===== src/verilog/gpib_ctl_pkg.sv =====
// Shared constants and carrier types for the bus controller block.
// Assumes a single 50 MHz system clock and APB register access.
package gpib_ctl_pkg;
   // APB byte addresses
   localparam logic [7:0] ADDR_DATA   = 8'h00;
   localparam logic [7:0] ADDR_STATUS = 8'h04;
   localparam logic [7:0] ADDR_CMD    = 8'h08;
   localparam logic [7:0] ADDR_MASK   = 8'h0c;
   localparam logic [7:0] ADDR_CTRL   = 8'h10;
   localparam logic [7:0] ADDR_COUNT  = 8'h14;
   localparam logic [7:0] ADDR_RESULT = 8'h18;
   // Control register fields
   localparam int CTRL_COUNT_EN = 0;
   localparam int CTRL_REN      = 1;
   localparam int CTRL_TCS      = 2;
   localparam int CTRL_TCA      = 3;
   localparam int CTRL_PPOLL    = 4;
   localparam int CTRL_SIC      = 5;
   localparam int CTRL_RELEASE  = 6;
   localparam int CTRL_TAKE_CIC = 7;
   // Mask register fields
   localparam int MASK_IBE = 0;
   localparam int MASK_OBF = 1;
   // Reset values
   localparam logic [7:0]  MASK_RST = 8'h00;
   localparam logic [7:0]  CTRL_RST = 8'h00;
   // Sync divider and count sampling
   localparam int SYNC_DIV       = 15;
   localparam int SAMPLE_CYCLES  = 3;
   localparam logic [3:0] SYNC_LAST = 4'(SYNC_DIV - 1);
   localparam logic [5:0] SAMPLE_LAST = 6'(SYNC_DIV * SAMPLE_CYCLES - 1);
   localparam logic [3:0] SYNC_HALF = 4'(SYNC_DIV / 2);
   // Clear-latch pulse length in ns, and cycles at 20 ns
   localparam int CLK_PERIOD_NS  = 20;
   localparam int CLEAR_LATCH_PULSE_PULSE_NS  = 100;
   localparam logic [3:0] CLEAR_LATCH_PULSE_CYCLES = 4'((CLEAR_LATCH_PULSE_PULSE_NS + CLK_PERIOD_NS - 1) / CLK_PERIOD_NS);

   typedef struct packed {
      logic attention;
      logic end_identify;
      logic data_valid;
      logic remote_enable;
      logic iface_clear;
   } bus_drive_t;

   typedef enum logic [2:0] {
      ST_IDLE   = 3'b000,
      ST_TCS    = 3'b001,
      ST_TCA    = 3'b010,
      ST_PPOLL  = 3'b011,
      ST_SIC    = 3'b100,
      ST_DONE   = 3'b101
   } task_state_t;
endpackage


===== src/verilog/gpib_controller_function.sv =====
// Bus controller function: APB host port, bus management lines, event counter.
// Assumes APB master on i_sys_clk; bus line inputs synchronous to the clock.
//
// Behaviour
// - When not system controller, sense interface clear on the latched input.
// - Address selects data or status on reads, data or command on writes.
// - Sync output runs at clock divided by fifteen.
// - While in charge, a true service request raises the special interrupt.
// - Clear-latch pulse low except after reset, pulsed high when latched clear is seen.
// - Attention driven out during synchronous and asynchronous take control.
// - Attention monitor input used during transfer of control.
// - Each enabled high-to-low count edge seen between two samples increments counter by one.
// - Count input sampled once every three instruction cycles.
// - Data valid driven during parallel poll and synchronous take control.
// - Input buffer empty interrupt when enabled in mask.
// - Output buffer full interrupt when enabled in mask.
// - End-identify driven with attention for a parallel poll.
// - Special interrupt raised for events host did not start.
// - Task complete raised when task done and result in buffer.
// - In-charge output sets service request transceiver direction.
// - As system controller, drive interface clear; read switch input.
// - Remote enable line driven from host control while system controller switch is set.
// - Chip select gates access; reset sets known state.
`timescale 1ns/1ps
module gpib_controller_function (
   input  wire logic        i_sys_clk,
   input  wire logic        i_reset,
   input  wire logic        psel,
   input  wire logic        penable,
   input  wire logic        pwrite,
   input  wire logic [7:0]  paddr,
   input  wire logic [31:0] pwdata,
   output logic [31:0]      prdata,
   output logic             pready,
   output logic             pslverr,
   input  wire logic        i_latched_clear_in,
   input  wire logic        i_attention_monitor_in,
   input  wire logic        i_system_controller_switch,
   input  wire logic        i_service_request,
   input  wire logic        i_count,
   input  wire logic        i_end_identify_line,
   input  wire logic        i_data_valid,
   output logic             o_sync,
   output logic             o_clear_latch_pulse,
   output logic             o_attention_drive_out,
   output logic             o_end_identify_line,
   output logic             o_end_identify_oe,
   output logic             o_data_valid,
   output logic             o_data_valid_oe,
   output logic             o_remote_enable,
   output logic             o_iface_clear,
   output logic             o_iface_clear_oe,
   output logic             o_in_charge_out,
   output logic             o_input_buffer_empty_irq,
   output logic             o_output_buffer_full_irq,
   output logic             o_special_irq,
   output logic             o_task_complete_irq
);
   logic [7:0]  in_data_q;
   logic        in_full_q;
   logic        in_is_cmd_q;
   logic [7:0]  out_data_q;
   logic        out_full_q;
   logic [7:0]  mask_q;
   logic [7:0]  ctrl_q;
   logic [15:0] count_q;
   logic [3:0]  sync_cnt_q;
   logic [5:0]  sample_cnt_q;
   logic        count_prev_q;
   logic        sync_q;
   logic        cic_q;
   logic        clr_seen_q;
   logic [3:0]  clear_latch_pulse_cnt_q;
   logic        srq_ev_q;
   logic        ifc_ev_q;
   logic        tc_q;
   gpib_ctl_pkg::task_state_t state_q;
   gpib_ctl_pkg::bus_drive_t drv;

   // APB decode
   wire access   = psel && penable;
   wire wr_en    = access && pwrite;
   wire rd_en    = access && !pwrite;
   wire a_data   = paddr == gpib_ctl_pkg::ADDR_DATA;
   wire a_status = paddr == gpib_ctl_pkg::ADDR_STATUS;
   wire a_cmd    = paddr == gpib_ctl_pkg::ADDR_CMD;
   wire a_mask   = paddr == gpib_ctl_pkg::ADDR_MASK;
   wire a_ctrl   = paddr == gpib_ctl_pkg::ADDR_CTRL;
   wire a_count  = paddr == gpib_ctl_pkg::ADDR_COUNT;
   wire a_result = paddr == gpib_ctl_pkg::ADDR_RESULT;
   wire mapped   = a_data | a_status | a_cmd | a_mask | a_ctrl | a_count | a_result;
   wire wr_buf   = wr_en && (a_data || a_cmd);
   wire rd_data  = rd_en && a_data;
   wire wr_mask  = wr_en && a_mask;
   wire wr_ctrl  = wr_en && a_ctrl;
   wire wr_res   = wr_en && a_result;
   wire rd_stat  = rd_en && a_status;

   // Status byte shows buffer, ownership and event state
   wire [7:0] status = {tc_q, ifc_ev_q, srq_ev_q, i_system_controller_switch,
                        cic_q, state_q != gpib_ctl_pkg::ST_IDLE, out_full_q, in_full_q};

   assign pready  = 1'b1;
   assign pslverr = access && !mapped;

   always_comb begin
      prdata = 32'h0000_0000;
      if (rd_en) begin
         if (a_data)   prdata = {24'h00_0000, out_data_q};
         if (a_status) prdata = {24'h00_0000, status};
         if (a_mask)   prdata = {24'h00_0000, mask_q};
         if (a_ctrl)   prdata = {24'h00_0000, ctrl_q};
         if (a_count)  prdata = {16'h0000, count_q};
      end
   end

   // Host input buffer: data or command by address
   always_ff @(posedge i_sys_clk or posedge i_reset) begin
      if (i_reset) begin
         in_data_q   <= 8'h00;
         in_full_q   <= 1'b0;
         in_is_cmd_q <= 1'b0;
      end else if (wr_buf) begin
         in_data_q   <= pwdata[7:0];
         in_is_cmd_q <= a_cmd;
         in_full_q   <= 1'b1;
      end else if (in_full_q) begin
         in_full_q   <= 1'b0;                                    // Consumed next cycle
      end
   end

   // Output buffer loaded by finished tasks or result writes
   wire task_done = state_q == gpib_ctl_pkg::ST_DONE;
   always_ff @(posedge i_sys_clk or posedge i_reset) begin
      if (i_reset) begin
         out_data_q <= 8'h00;
         out_full_q <= 1'b0;
      end else if (task_done) begin
         out_data_q <= status;
         out_full_q <= 1'b1;
      end else if (wr_res) begin
         out_data_q <= pwdata[7:0];
         out_full_q <= 1'b1;
      end else if (rd_data) begin
         out_full_q <= 1'b0;
      end
   end

   always_ff @(posedge i_sys_clk or posedge i_reset) begin
      if (i_reset) begin
         mask_q <= gpib_ctl_pkg::MASK_RST;
         ctrl_q <= gpib_ctl_pkg::CTRL_RST;
      end else begin
         if (wr_mask) mask_q <= pwdata[7:0];
         if (wr_ctrl) ctrl_q <= pwdata[7:0];
         else if (state_q != gpib_ctl_pkg::ST_IDLE) ctrl_q[5:2] <= 4'h0;
      end
   end

   // Sync divider and count sampling cadence
   always_ff @(posedge i_sys_clk or posedge i_reset) begin
      if (i_reset) begin
         sync_cnt_q   <= 4'h0;
         sync_q       <= 1'b0;
         sample_cnt_q <= 6'h00;
      end else begin
         sync_cnt_q   <= (sync_cnt_q == gpib_ctl_pkg::SYNC_LAST) ? 4'h0 : sync_cnt_q + 4'h1;
         sync_q       <= sync_cnt_q < gpib_ctl_pkg::SYNC_HALF;
         sample_cnt_q <= (sample_cnt_q == gpib_ctl_pkg::SAMPLE_LAST) ? 6'h00
                         : sample_cnt_q + 6'h01;
      end
   end
   assign o_sync = sync_q;

   // Slow sampling means short pulses on the count pin are missed
   wire sample_now = sample_cnt_q == gpib_ctl_pkg::SAMPLE_LAST;
   always_ff @(posedge i_sys_clk or posedge i_reset) begin
      if (i_reset) begin
         count_prev_q <= 1'b0;
         count_q      <= 16'h0000;
      end else if (sample_now) begin
         count_prev_q <= i_count;
         if (ctrl_q[gpib_ctl_pkg::CTRL_COUNT_EN] && count_prev_q && !i_count)
            count_q <= count_q + 16'h0001;
      end
   end

   // Transfer-of-control sequencer
   always_ff @(posedge i_sys_clk or posedge i_reset) begin
      if (i_reset) begin
         state_q <= gpib_ctl_pkg::ST_IDLE;
      end else begin
         unique case (state_q)
            gpib_ctl_pkg::ST_IDLE: begin
               if (ctrl_q[gpib_ctl_pkg::CTRL_SIC] && i_system_controller_switch)
                  state_q <= gpib_ctl_pkg::ST_SIC;
               else if (ctrl_q[gpib_ctl_pkg::CTRL_TCA] && cic_q)
                  state_q <= gpib_ctl_pkg::ST_TCA;
               else if (ctrl_q[gpib_ctl_pkg::CTRL_TCS] && cic_q)
                  state_q <= gpib_ctl_pkg::ST_TCS;
               else if (ctrl_q[gpib_ctl_pkg::CTRL_PPOLL] && cic_q)
                  state_q <= gpib_ctl_pkg::ST_PPOLL;
            end
            // Wait for the bus to show attention asserted
            gpib_ctl_pkg::ST_TCS,
            gpib_ctl_pkg::ST_TCA: begin
               if (i_attention_monitor_in) state_q <= gpib_ctl_pkg::ST_DONE;
            end
            gpib_ctl_pkg::ST_PPOLL: begin
               if (!i_data_valid) state_q <= gpib_ctl_pkg::ST_DONE;
            end
            gpib_ctl_pkg::ST_SIC: begin
               state_q <= gpib_ctl_pkg::ST_DONE;
            end
            gpib_ctl_pkg::ST_DONE: begin
               state_q <= gpib_ctl_pkg::ST_IDLE;
            end
            default: state_q <= gpib_ctl_pkg::ST_IDLE;
         endcase
      end
   end

   // Ownership of the bus
   always_ff @(posedge i_sys_clk or posedge i_reset) begin
      if (i_reset) begin
         cic_q <= 1'b0;
      end else if (state_q == gpib_ctl_pkg::ST_SIC) begin
         cic_q <= 1'b1;
      end else if (wr_ctrl && pwdata[gpib_ctl_pkg::CTRL_RELEASE]) begin
         cic_q <= 1'b0;
      end else if (wr_ctrl && pwdata[gpib_ctl_pkg::CTRL_TAKE_CIC]) begin
         cic_q <= 1'b1;
      end else if (clr_seen_q) begin
         cic_q <= 1'b0;                                          // Clear from elsewhere drops charge
      end
   end
   assign o_in_charge_out = cic_q;

   // Latched clear from another system controller
   wire clr_detect = i_latched_clear_in && !i_system_controller_switch;
   always_ff @(posedge i_sys_clk or posedge i_reset) begin
      if (i_reset) begin
         clr_seen_q <= 1'b0;
         clear_latch_pulse_cnt_q <= gpib_ctl_pkg::CLEAR_LATCH_PULSE_CYCLES;
      end else begin
         clr_seen_q <= clr_detect && clear_latch_pulse_cnt_q == 4'h0;
         if (clr_detect && clear_latch_pulse_cnt_q == 4'h0)
            clear_latch_pulse_cnt_q <= gpib_ctl_pkg::CLEAR_LATCH_PULSE_CYCLES;
         else if (clear_latch_pulse_cnt_q != 4'h0)
            clear_latch_pulse_cnt_q <= clear_latch_pulse_cnt_q - 4'h1;
      end
   end
   assign o_clear_latch_pulse = clear_latch_pulse_cnt_q != 4'h0;

   // Unsolicited events: set wins over status-read clear
   wire srq_set = cic_q && i_service_request;
   always_ff @(posedge i_sys_clk or posedge i_reset) begin
      if (i_reset) begin
         srq_ev_q <= 1'b0;
         ifc_ev_q <= 1'b0;
         tc_q     <= 1'b0;
      end else begin
         srq_ev_q <= srq_set || (srq_ev_q && !rd_stat);
         ifc_ev_q <= clr_seen_q || (ifc_ev_q && !rd_stat);
         tc_q     <= task_done || (tc_q && !rd_data);
      end
   end
   assign o_special_irq       = srq_ev_q || ifc_ev_q;
   assign o_task_complete_irq = tc_q && out_full_q;

   assign o_input_buffer_empty_irq = !in_full_q && mask_q[gpib_ctl_pkg::MASK_IBE];
   assign o_output_buffer_full_irq = out_full_q && mask_q[gpib_ctl_pkg::MASK_OBF];

   // Bus line drive
   always_comb begin
      drv = '0;
      drv.attention     = state_q == gpib_ctl_pkg::ST_TCS ||
                          state_q == gpib_ctl_pkg::ST_TCA ||
                          state_q == gpib_ctl_pkg::ST_PPOLL;
      drv.end_identify  = state_q == gpib_ctl_pkg::ST_PPOLL;
      drv.data_valid    = state_q == gpib_ctl_pkg::ST_PPOLL ||
                          state_q == gpib_ctl_pkg::ST_TCS;
      drv.remote_enable = ctrl_q[gpib_ctl_pkg::CTRL_REN] && i_system_controller_switch;
      drv.iface_clear   = state_q == gpib_ctl_pkg::ST_SIC;
   end
   assign o_attention_drive_out = drv.attention;
   assign o_end_identify_line   = drv.end_identify;
   assign o_end_identify_oe     = drv.end_identify;
   assign o_data_valid          = drv.data_valid;
   assign o_data_valid_oe       = drv.data_valid;
   assign o_remote_enable       = drv.remote_enable;
   assign o_iface_clear         = drv.iface_clear;
   assign o_iface_clear_oe      = i_system_controller_switch;

   wire unused_ok = &{1'b0, in_data_q, in_is_cmd_q, i_end_identify_line, pwdata[31:8]};
endmodule


===== config.mk =====
export PLATFORM = sky130hd
export DESIGN_NAME = gpib_controller_function
export DESIGN_NICKNAME = d
export VERILOG_FILES = /design/src/verilog/gpib_ctl_pkg.sv /design/src/verilog/gpib_controller_function.sv
export SDC_FILE = /design/constraint.sdc
export NUM_CORES = 1
export LEC_CHECK = 0
export ABC_AREA = 0
export BUFFER_PORTS_ARGS = -buffer_cell sky130_fd_sc_hd__buf_2
export CORE_MARGIN = 8
export CORE_UTILIZATION = 40
export CTS_CLUSTER_SIZE = 24
export DETAILED_ROUTE_END_ITERATION = 7
export HOLD_SLACK_MARGIN = 0.06
export PLACE_DENSITY_LB_ADDON = 0.05
export SYNTH_ARGS = -nofsm -noshare
export SYNTH_HDL_FRONTEND = slang
export SYNTH_SLANG_ARGS = --single-unit

===== constraint.sdc =====
create_clock -name i_sys_clk -period 4.9 [get_ports i_sys_clk]
set_clock_uncertainty 0.15 [all_clocks]
set_input_delay 0.98 -clock i_sys_clk [delete_from_list [all_inputs] [get_ports i_sys_clk]]
set_output_delay 0.98 -clock i_sys_clk [all_outputs]
set_load 0.02 [all_outputs]

Word-level counts from Yosys, hierarchy flattened
Index checks and enable logic that the tools add are counted.
W data, S select, Z words.
{"block": "word_totals", "regBits": 66, "latch_bits": 0, "ram_bits": 0, "rom_bits": 0, "input_bits": 52, "output_inout_bits": 49, "elab_cells": 130, "n_memories": 0}
{"block": "op_classes", "add_sub_neg": 4, "multipliers": 0, "div_mod_pow": 0, "order_cmp": 1, "n_eq_ne": 16, "n_shift": 0, "mux": 29, "n_bitwise": 6, "n_reduce_logical": 56}
{"operator": "$mux W32", "count": 5}
{"operator": "$logic_and A1 B1 Y1", "count": 28}
{"operator": "$eq A8 B5 Y1 const B", "count": 3}
{"operator": "$mux W8", "count": 3}
{"operator": "$mux W4", "count": 5}
{"operator": "$mux W3", "count": 6}
{"operator": "$add A16 B1 Y16 const B", "count": 1}
{"operator": "$eq A8 B4 Y1 const B", "count": 2}
{"operator": "$pmux W3 S4", "count": 1}
{"operator": "$eq A8 B3 Y1 const B", "count": 1}
{"operator": "$logic_not A8 Y1", "count": 1}
{"operator": "$logic_or A1 B1 Y1", "count": 8}
{"operator": "$mux W1", "count": 8}
{"operator": "$reduce_bool A4 Y1", "count": 2}
{"operator": "$logic_not A1 Y1", "count": 7}
{"operator": "$add A6 B1 Y6 const B", "count": 1}
{"operator": "$eq A3 B2 Y1 const B", "count": 2}
{"operator": "$eq A3 B3 Y1 const B", "count": 2}
{"operator": "$eq A6 B6 Y1 const B", "count": 1}
{"operator": "$mux W6", "count": 1}
{"operator": "$or A1 B1 Y1", "count": 6}
{"operator": "$reduce_bool A2 Y1", "count": 3}
{"operator": "$reduce_bool A3 Y1", "count": 2}
{"operator": "$ne A5 B5 Y1 const B", "count": 1}
{"operator": "11 further kinds", "count": 12}

Longest topological paths before layout
{"block": "logic_depth", "word_depth": 9, "mapped_depth": 7, "ltp_nobuf": 6}

Worst setup path before layout
OpenSTA, ideal clock, no wires.
{"block": "synth_timing", "path_type": "input port to output port", "startpoint": "input port paddr[5]", "endpoint": "output port prdata[2]", "t_arrival_ns": 2.289, "required_time_ns": 3.770, "path_slack_ns": 1.481, "stages": 5, "n_path_buf": 1, "path_cell_list": "or3_1 nor4_1 buf_2 o21ai_0 a21oi_1"}
{"block": "synth_between", "elab_chain_len": 7, "word_cells_on_any_way": 11, "classes_between": "eq/ne (4); mux (6); reduce/logical (1)"}
{"element": "start, declared", "line_no": "gpib_controller_function.sv:31", "source": "input wire logic [7:0] paddr,"}
{"element": "$logic_not A8 Y1", "line_no": "gpib_controller_function.sv:84", "source": "wire a_data = paddr == gpib_ctl_pkg::ADDR_DATA;"}
{"element": "$mux W8", "line_no": "gpib_controller_function.sv:109", "source": "if (a_data) prdata = {24'h00_0000, out_data_q};"}
{"element": "$mux W32", "line_no": "gpib_controller_function.sv:110", "source": "if (a_status) prdata = {24'h00_0000, status};"}
{"element": "$mux W32", "line_no": "gpib_controller_function.sv:111", "source": "if (a_mask) prdata = {24'h00_0000, mask_q};"}
{"element": "$mux W32", "line_no": "gpib_controller_function.sv:112", "source": "if (a_ctrl) prdata = {24'h00_0000, ctrl_q};"}
{"element": "$mux W32 (*)", "line_no": "gpib_controller_function.sv:113", "source": "if (a_count) prdata = {16'h0000, count_q};"}
{"element": "$mux W32 (*)", "line_no": "gpib_controller_function.sv:108", "source": "if (rd_en) begin"}
{"element": "end, declared", "line_no": "gpib_controller_function.sv:33", "source": "output logic [31:0] prdata,"}
Every way passes the cells marked *; elsewhere a longest branch is shown, timed or not.

Worst setup path after layout
Same ends and word-level chain as after synthesis.

==> impl_metrics.py <==
metrics = {
    "yosys": {
        "async_reset_ff_frac": 1.00,
        "synth_edf_count": 0,
        "synth_top_family_by_area": "simple AND/OR/NAND/NOR gates",
        "ys_seq_elements": 66,
        "yosys_warnings": 0,
        "synth_compound_area_frac": 0.120,
        "synth_xor_area_frac": 0.0482,
        "synthSimpleGateAreaFrac": 0.195,
        "synthTopCellsByArea": "dfrtp_1 (44%), mux2_2 (4.6%), mux2i_1 (4.4%), buf_4 (4.1%), nor2_1 (3.7%)",
        "synthMuxAreaShare": 0.0905,
        "yosysSeqAreaShare": 0.455,
        "synth_fa_ha_area_frac": 0.0172,
        "synth_area_per_cell_um2": 9.80,
        "syn_inst": 371,
        "yosysTopAreaCell": "dfrtp_1",
        "ys.flop_type": "dfrtp_1",
        "synthDistinctLibCells": 51,
        "synth_area_um2": 3640,
        "synth_top_area_frac": 0.440,
    },
    "place": {
        "gp_congestion": 0.779,
        "placedCellCount": 521,
        "hpwl_mm": 6.26,
        "port_buffers": 58,
        "placed_cell_area_um2": 3930,
    },
    "clock_network": {
        "h-tree-depth": 3,
        "cts_root_buffer": "clkbuf_8",
        "cts_tree": "yes",
        "clkTransAtPathRegs_ns": 0.08,
        "cts_buffers": 9,
        "ctsHoldBuffers": 0,
        "cts_buffer_depth": 2,
        "insertion_delay_ns": 0.35,
        "cts_setup_buffers": 0,
        "cts_sinks": 66,
        "ctsResizeCount": 0,
    },
    "global_routing": {
        "antenna_found_initial": 0,
        "grt_pass1_vias": 2802,
        "grt_util_all_layers": 0.143,
        "grt_pass1_wl_mm": 14.4,
        "grt_max_degree": 45,
        "grt-ovfl-total": 0,
    },
    "power": {
        "ir_drop_uv": 231,
        "p_per_area_nw_per_um2": 369,
        "p_leak_nw": 2.01,
    },
    "worst_setup_path": {
        "reg2reg_from": "sample_cnt_q[0]",
        "cpMostUsedCell": "buf_2",
        "slowest_stage": "or3_1",
        "end_kind": "output port",
        "crit_chain": "buf_2, or3_1, nor4_2, buf_4, o21ai_0, a21oi_1, buf_2",
        "critical_path_class": "primary input to output port",
        "critPathArrivalTime_ns": 2.66,
        "r2r_cells": 6,
        "crit_family": "simple AND/OR/NAND/NOR gates",
        "critPathMaxStageDelay_ns": 0.46,
        "critPathMaxFanout": 6,
        "r2r_end": "count_q[15]",
        "ff2ff_setup_slack_ns": 2.80,
        "required_ns": 3.77,
        "critPathBufInv": 3,
        "worstSetupStartpointType": "primary input",
    },
    "outcome": {
        "status": "completed",
    },
    "min_path": {
        "min_path_cells": 1,
        "hold_path.class": "flip-flop to flip-flop",
        "min_from": "clr_seen_q",
        "whs_endpoint": "ifc_ev_q",
    },
    "route": {
        "drt-total-wl_mm": 8.74,
        "via_per_inst": 5.14,
        "routedWlPerCell_um": 16.3,
        "vias": 2762,
        "initialDrtViolationCount": 126,
        "drc": 0,
        "dr.pass1.iters": 4,
        "antenna_left": 0,
    },
    "sta": {
        "fin_crit_sh": 0.773,
        "worst_pin_slew_ns": 0.951,
        "rsz0062_at_grt": "no",
        "hold_viol": 0,
        "setup_viol": 0,
        "slew_viol_final": 0,
        "tns_ns": 0,
        "period_minus_slack_ns": 3.79,
        "holdWs_ns": 0.315,
        "clock.fmax_mhz": 264,
        "slew_headroom": 0.365,
    },
    "cells_and_area": {
        "drive_gt1_frac": 0.238,
        "num-nets-final": 481,
        "fin_area_um2": 4170,
        "fin_util": 0.476,
        "antennaDiodeCount": 0,
        "area_growth_syn_to_layout_pct": 14.6,
        "final_cells": 537,
    },
    "floorplan": {
        "fp.coreArea_um2": 8760,
        "die_w_um": 111,
        "dieArea_um2": 12400,
        "rows": 34,
        "ios": 101,
        "start_util": 0.415,
        "die_y_um": 111,
    },
    "job": {
        "max_cap_violations": 0,
    },
}
-- routing by layer --
| layer | track usage | share of wire |
|---|---|---|
| met1 | 0.189 | 0.49 |
| met2 | 0.215 | 0.45 |
| met3 | 0.0456 | 0.047 |
| met4 | 0.0516 | 0.016 |
| met5 | 0 | 0 |
-- worst max-delay path by stage --
stage	cells after the start	startpoint	to
floorplan	5	paddr[5]	prdata[2]
global placement	7	paddr[5]	prdata[2]
detailed placement	7	paddr[5]	prdata[2]
CTS	7	paddr[5]	prdata[2]
global route	7	paddr[5]	prdata[2]
finish	7	paddr[5]	prdata[2]
-- synthesized netlist by cell type (3+ instances only) --
library cell / number
a21o_1: 4
a21oi_1: 17
a2bb2oi_1: 7
a31oi_1: 3
and2_1: 16
and3_1: 4
buf_4: 20
clkbuf_1: 11
dfrtp_1: 64
ha_1: 5
inv_1: 10
mux2_2: 15
mux2i_1: 16
nand2_1: 28
nand3_1: 10
nand4_1: 7
nand4b_1: 3
nor2_1: 36
nor3_1: 7
nor4_1: 3
o21ai_0: 18
o2bb2ai_1: 7
or3_1: 4
xnor2_1: 11
xor2_1: 9
-- metrics by stage --
stage	setup WS, ns	power (mW)
after global placement	1.11	1.00
after detailed placement	1.07	1.01
after floorplan	1.48	0.928
final	1.11	1.54
after CTS	1.07	1.56
after global routing	0.889	1.63
-- cells by family (layout without fill, tap and decap cells) --
group / Yosys count / in the layout
fa+ha+maj: 5 / 5
simple gates: 135 / 135
mux: 31 / 31
xor+xnor: 20 / 20
flops: 66 / 66
compound gates: 67 / 67
buf+inv: 45 / 88
other cells: 2 / 17
-- cells in the final DEF, fill, tap and decap left out, drive strengths merged, types with 3 or more instances in the layout --
cell type	synthesis	layout
a21o	4	4
a21oi	17	17
a2bb2oi	7	7
a31oi	3	3
and2	16	16
and3	4	4
buf	24	62
clkbuf	11	12
conb	2	17
dfrtp	64	64
ha	5	5
inv	10	10
mux2	15	15
mux2i	16	16
nand2	29	29
nand3	10	10
nand4	7	7
nand4b	3	3
nor2	36	36
nor3	7	7
nor4	4	4
o21ai	18	18
o2bb2ai	7	7
or3	5	5
xnor2	11	11
xor2	9	9
-- area by class of cell --
cell class              instances  area [um^2]
fillers                       894         4590
clock inverters                 4         72.6
multi-input cells             275         1780
clock buffers                  12          165
repair buffers                 62          320
inverters                      10         37.5
flip-flops and latches         66         1650
well taps                     108          135
-- where the power goes --
part | switching [mW] | internal [mW]
clock network | 0.218 | 0.328
logic | 0.201 | 0.135
registers | 0.0541 | 0.602
-- state kept, by name, summed over array words and instances, names as in the netlist --
signal,count
clear_latch_pulse_cnt_q,4
clr_seen_q,1
count_prev_q,1
count_q,16
ctrl_q,8
ifc_ev_q,1
in_full_q,1
mask_q,8
o_in_charge_out,1
o_sync,1
out_data_q,8
out_full_q,1
sample_cnt_q,6
srq_ev_q,1
state_q,3
sync_cnt_q,4
tc_q,1
-- worst register-to-register path, stage by stage, from the launching register on --
cell	delay (ns)
dfrtp_1	0.42
inv_1	0.07
ha_1	0.18
nand4b_1	0.13
nor4_1	0.67
nand4_1	0.20
xnor2_1	0.16
Power figures use the tool's default switching activity.
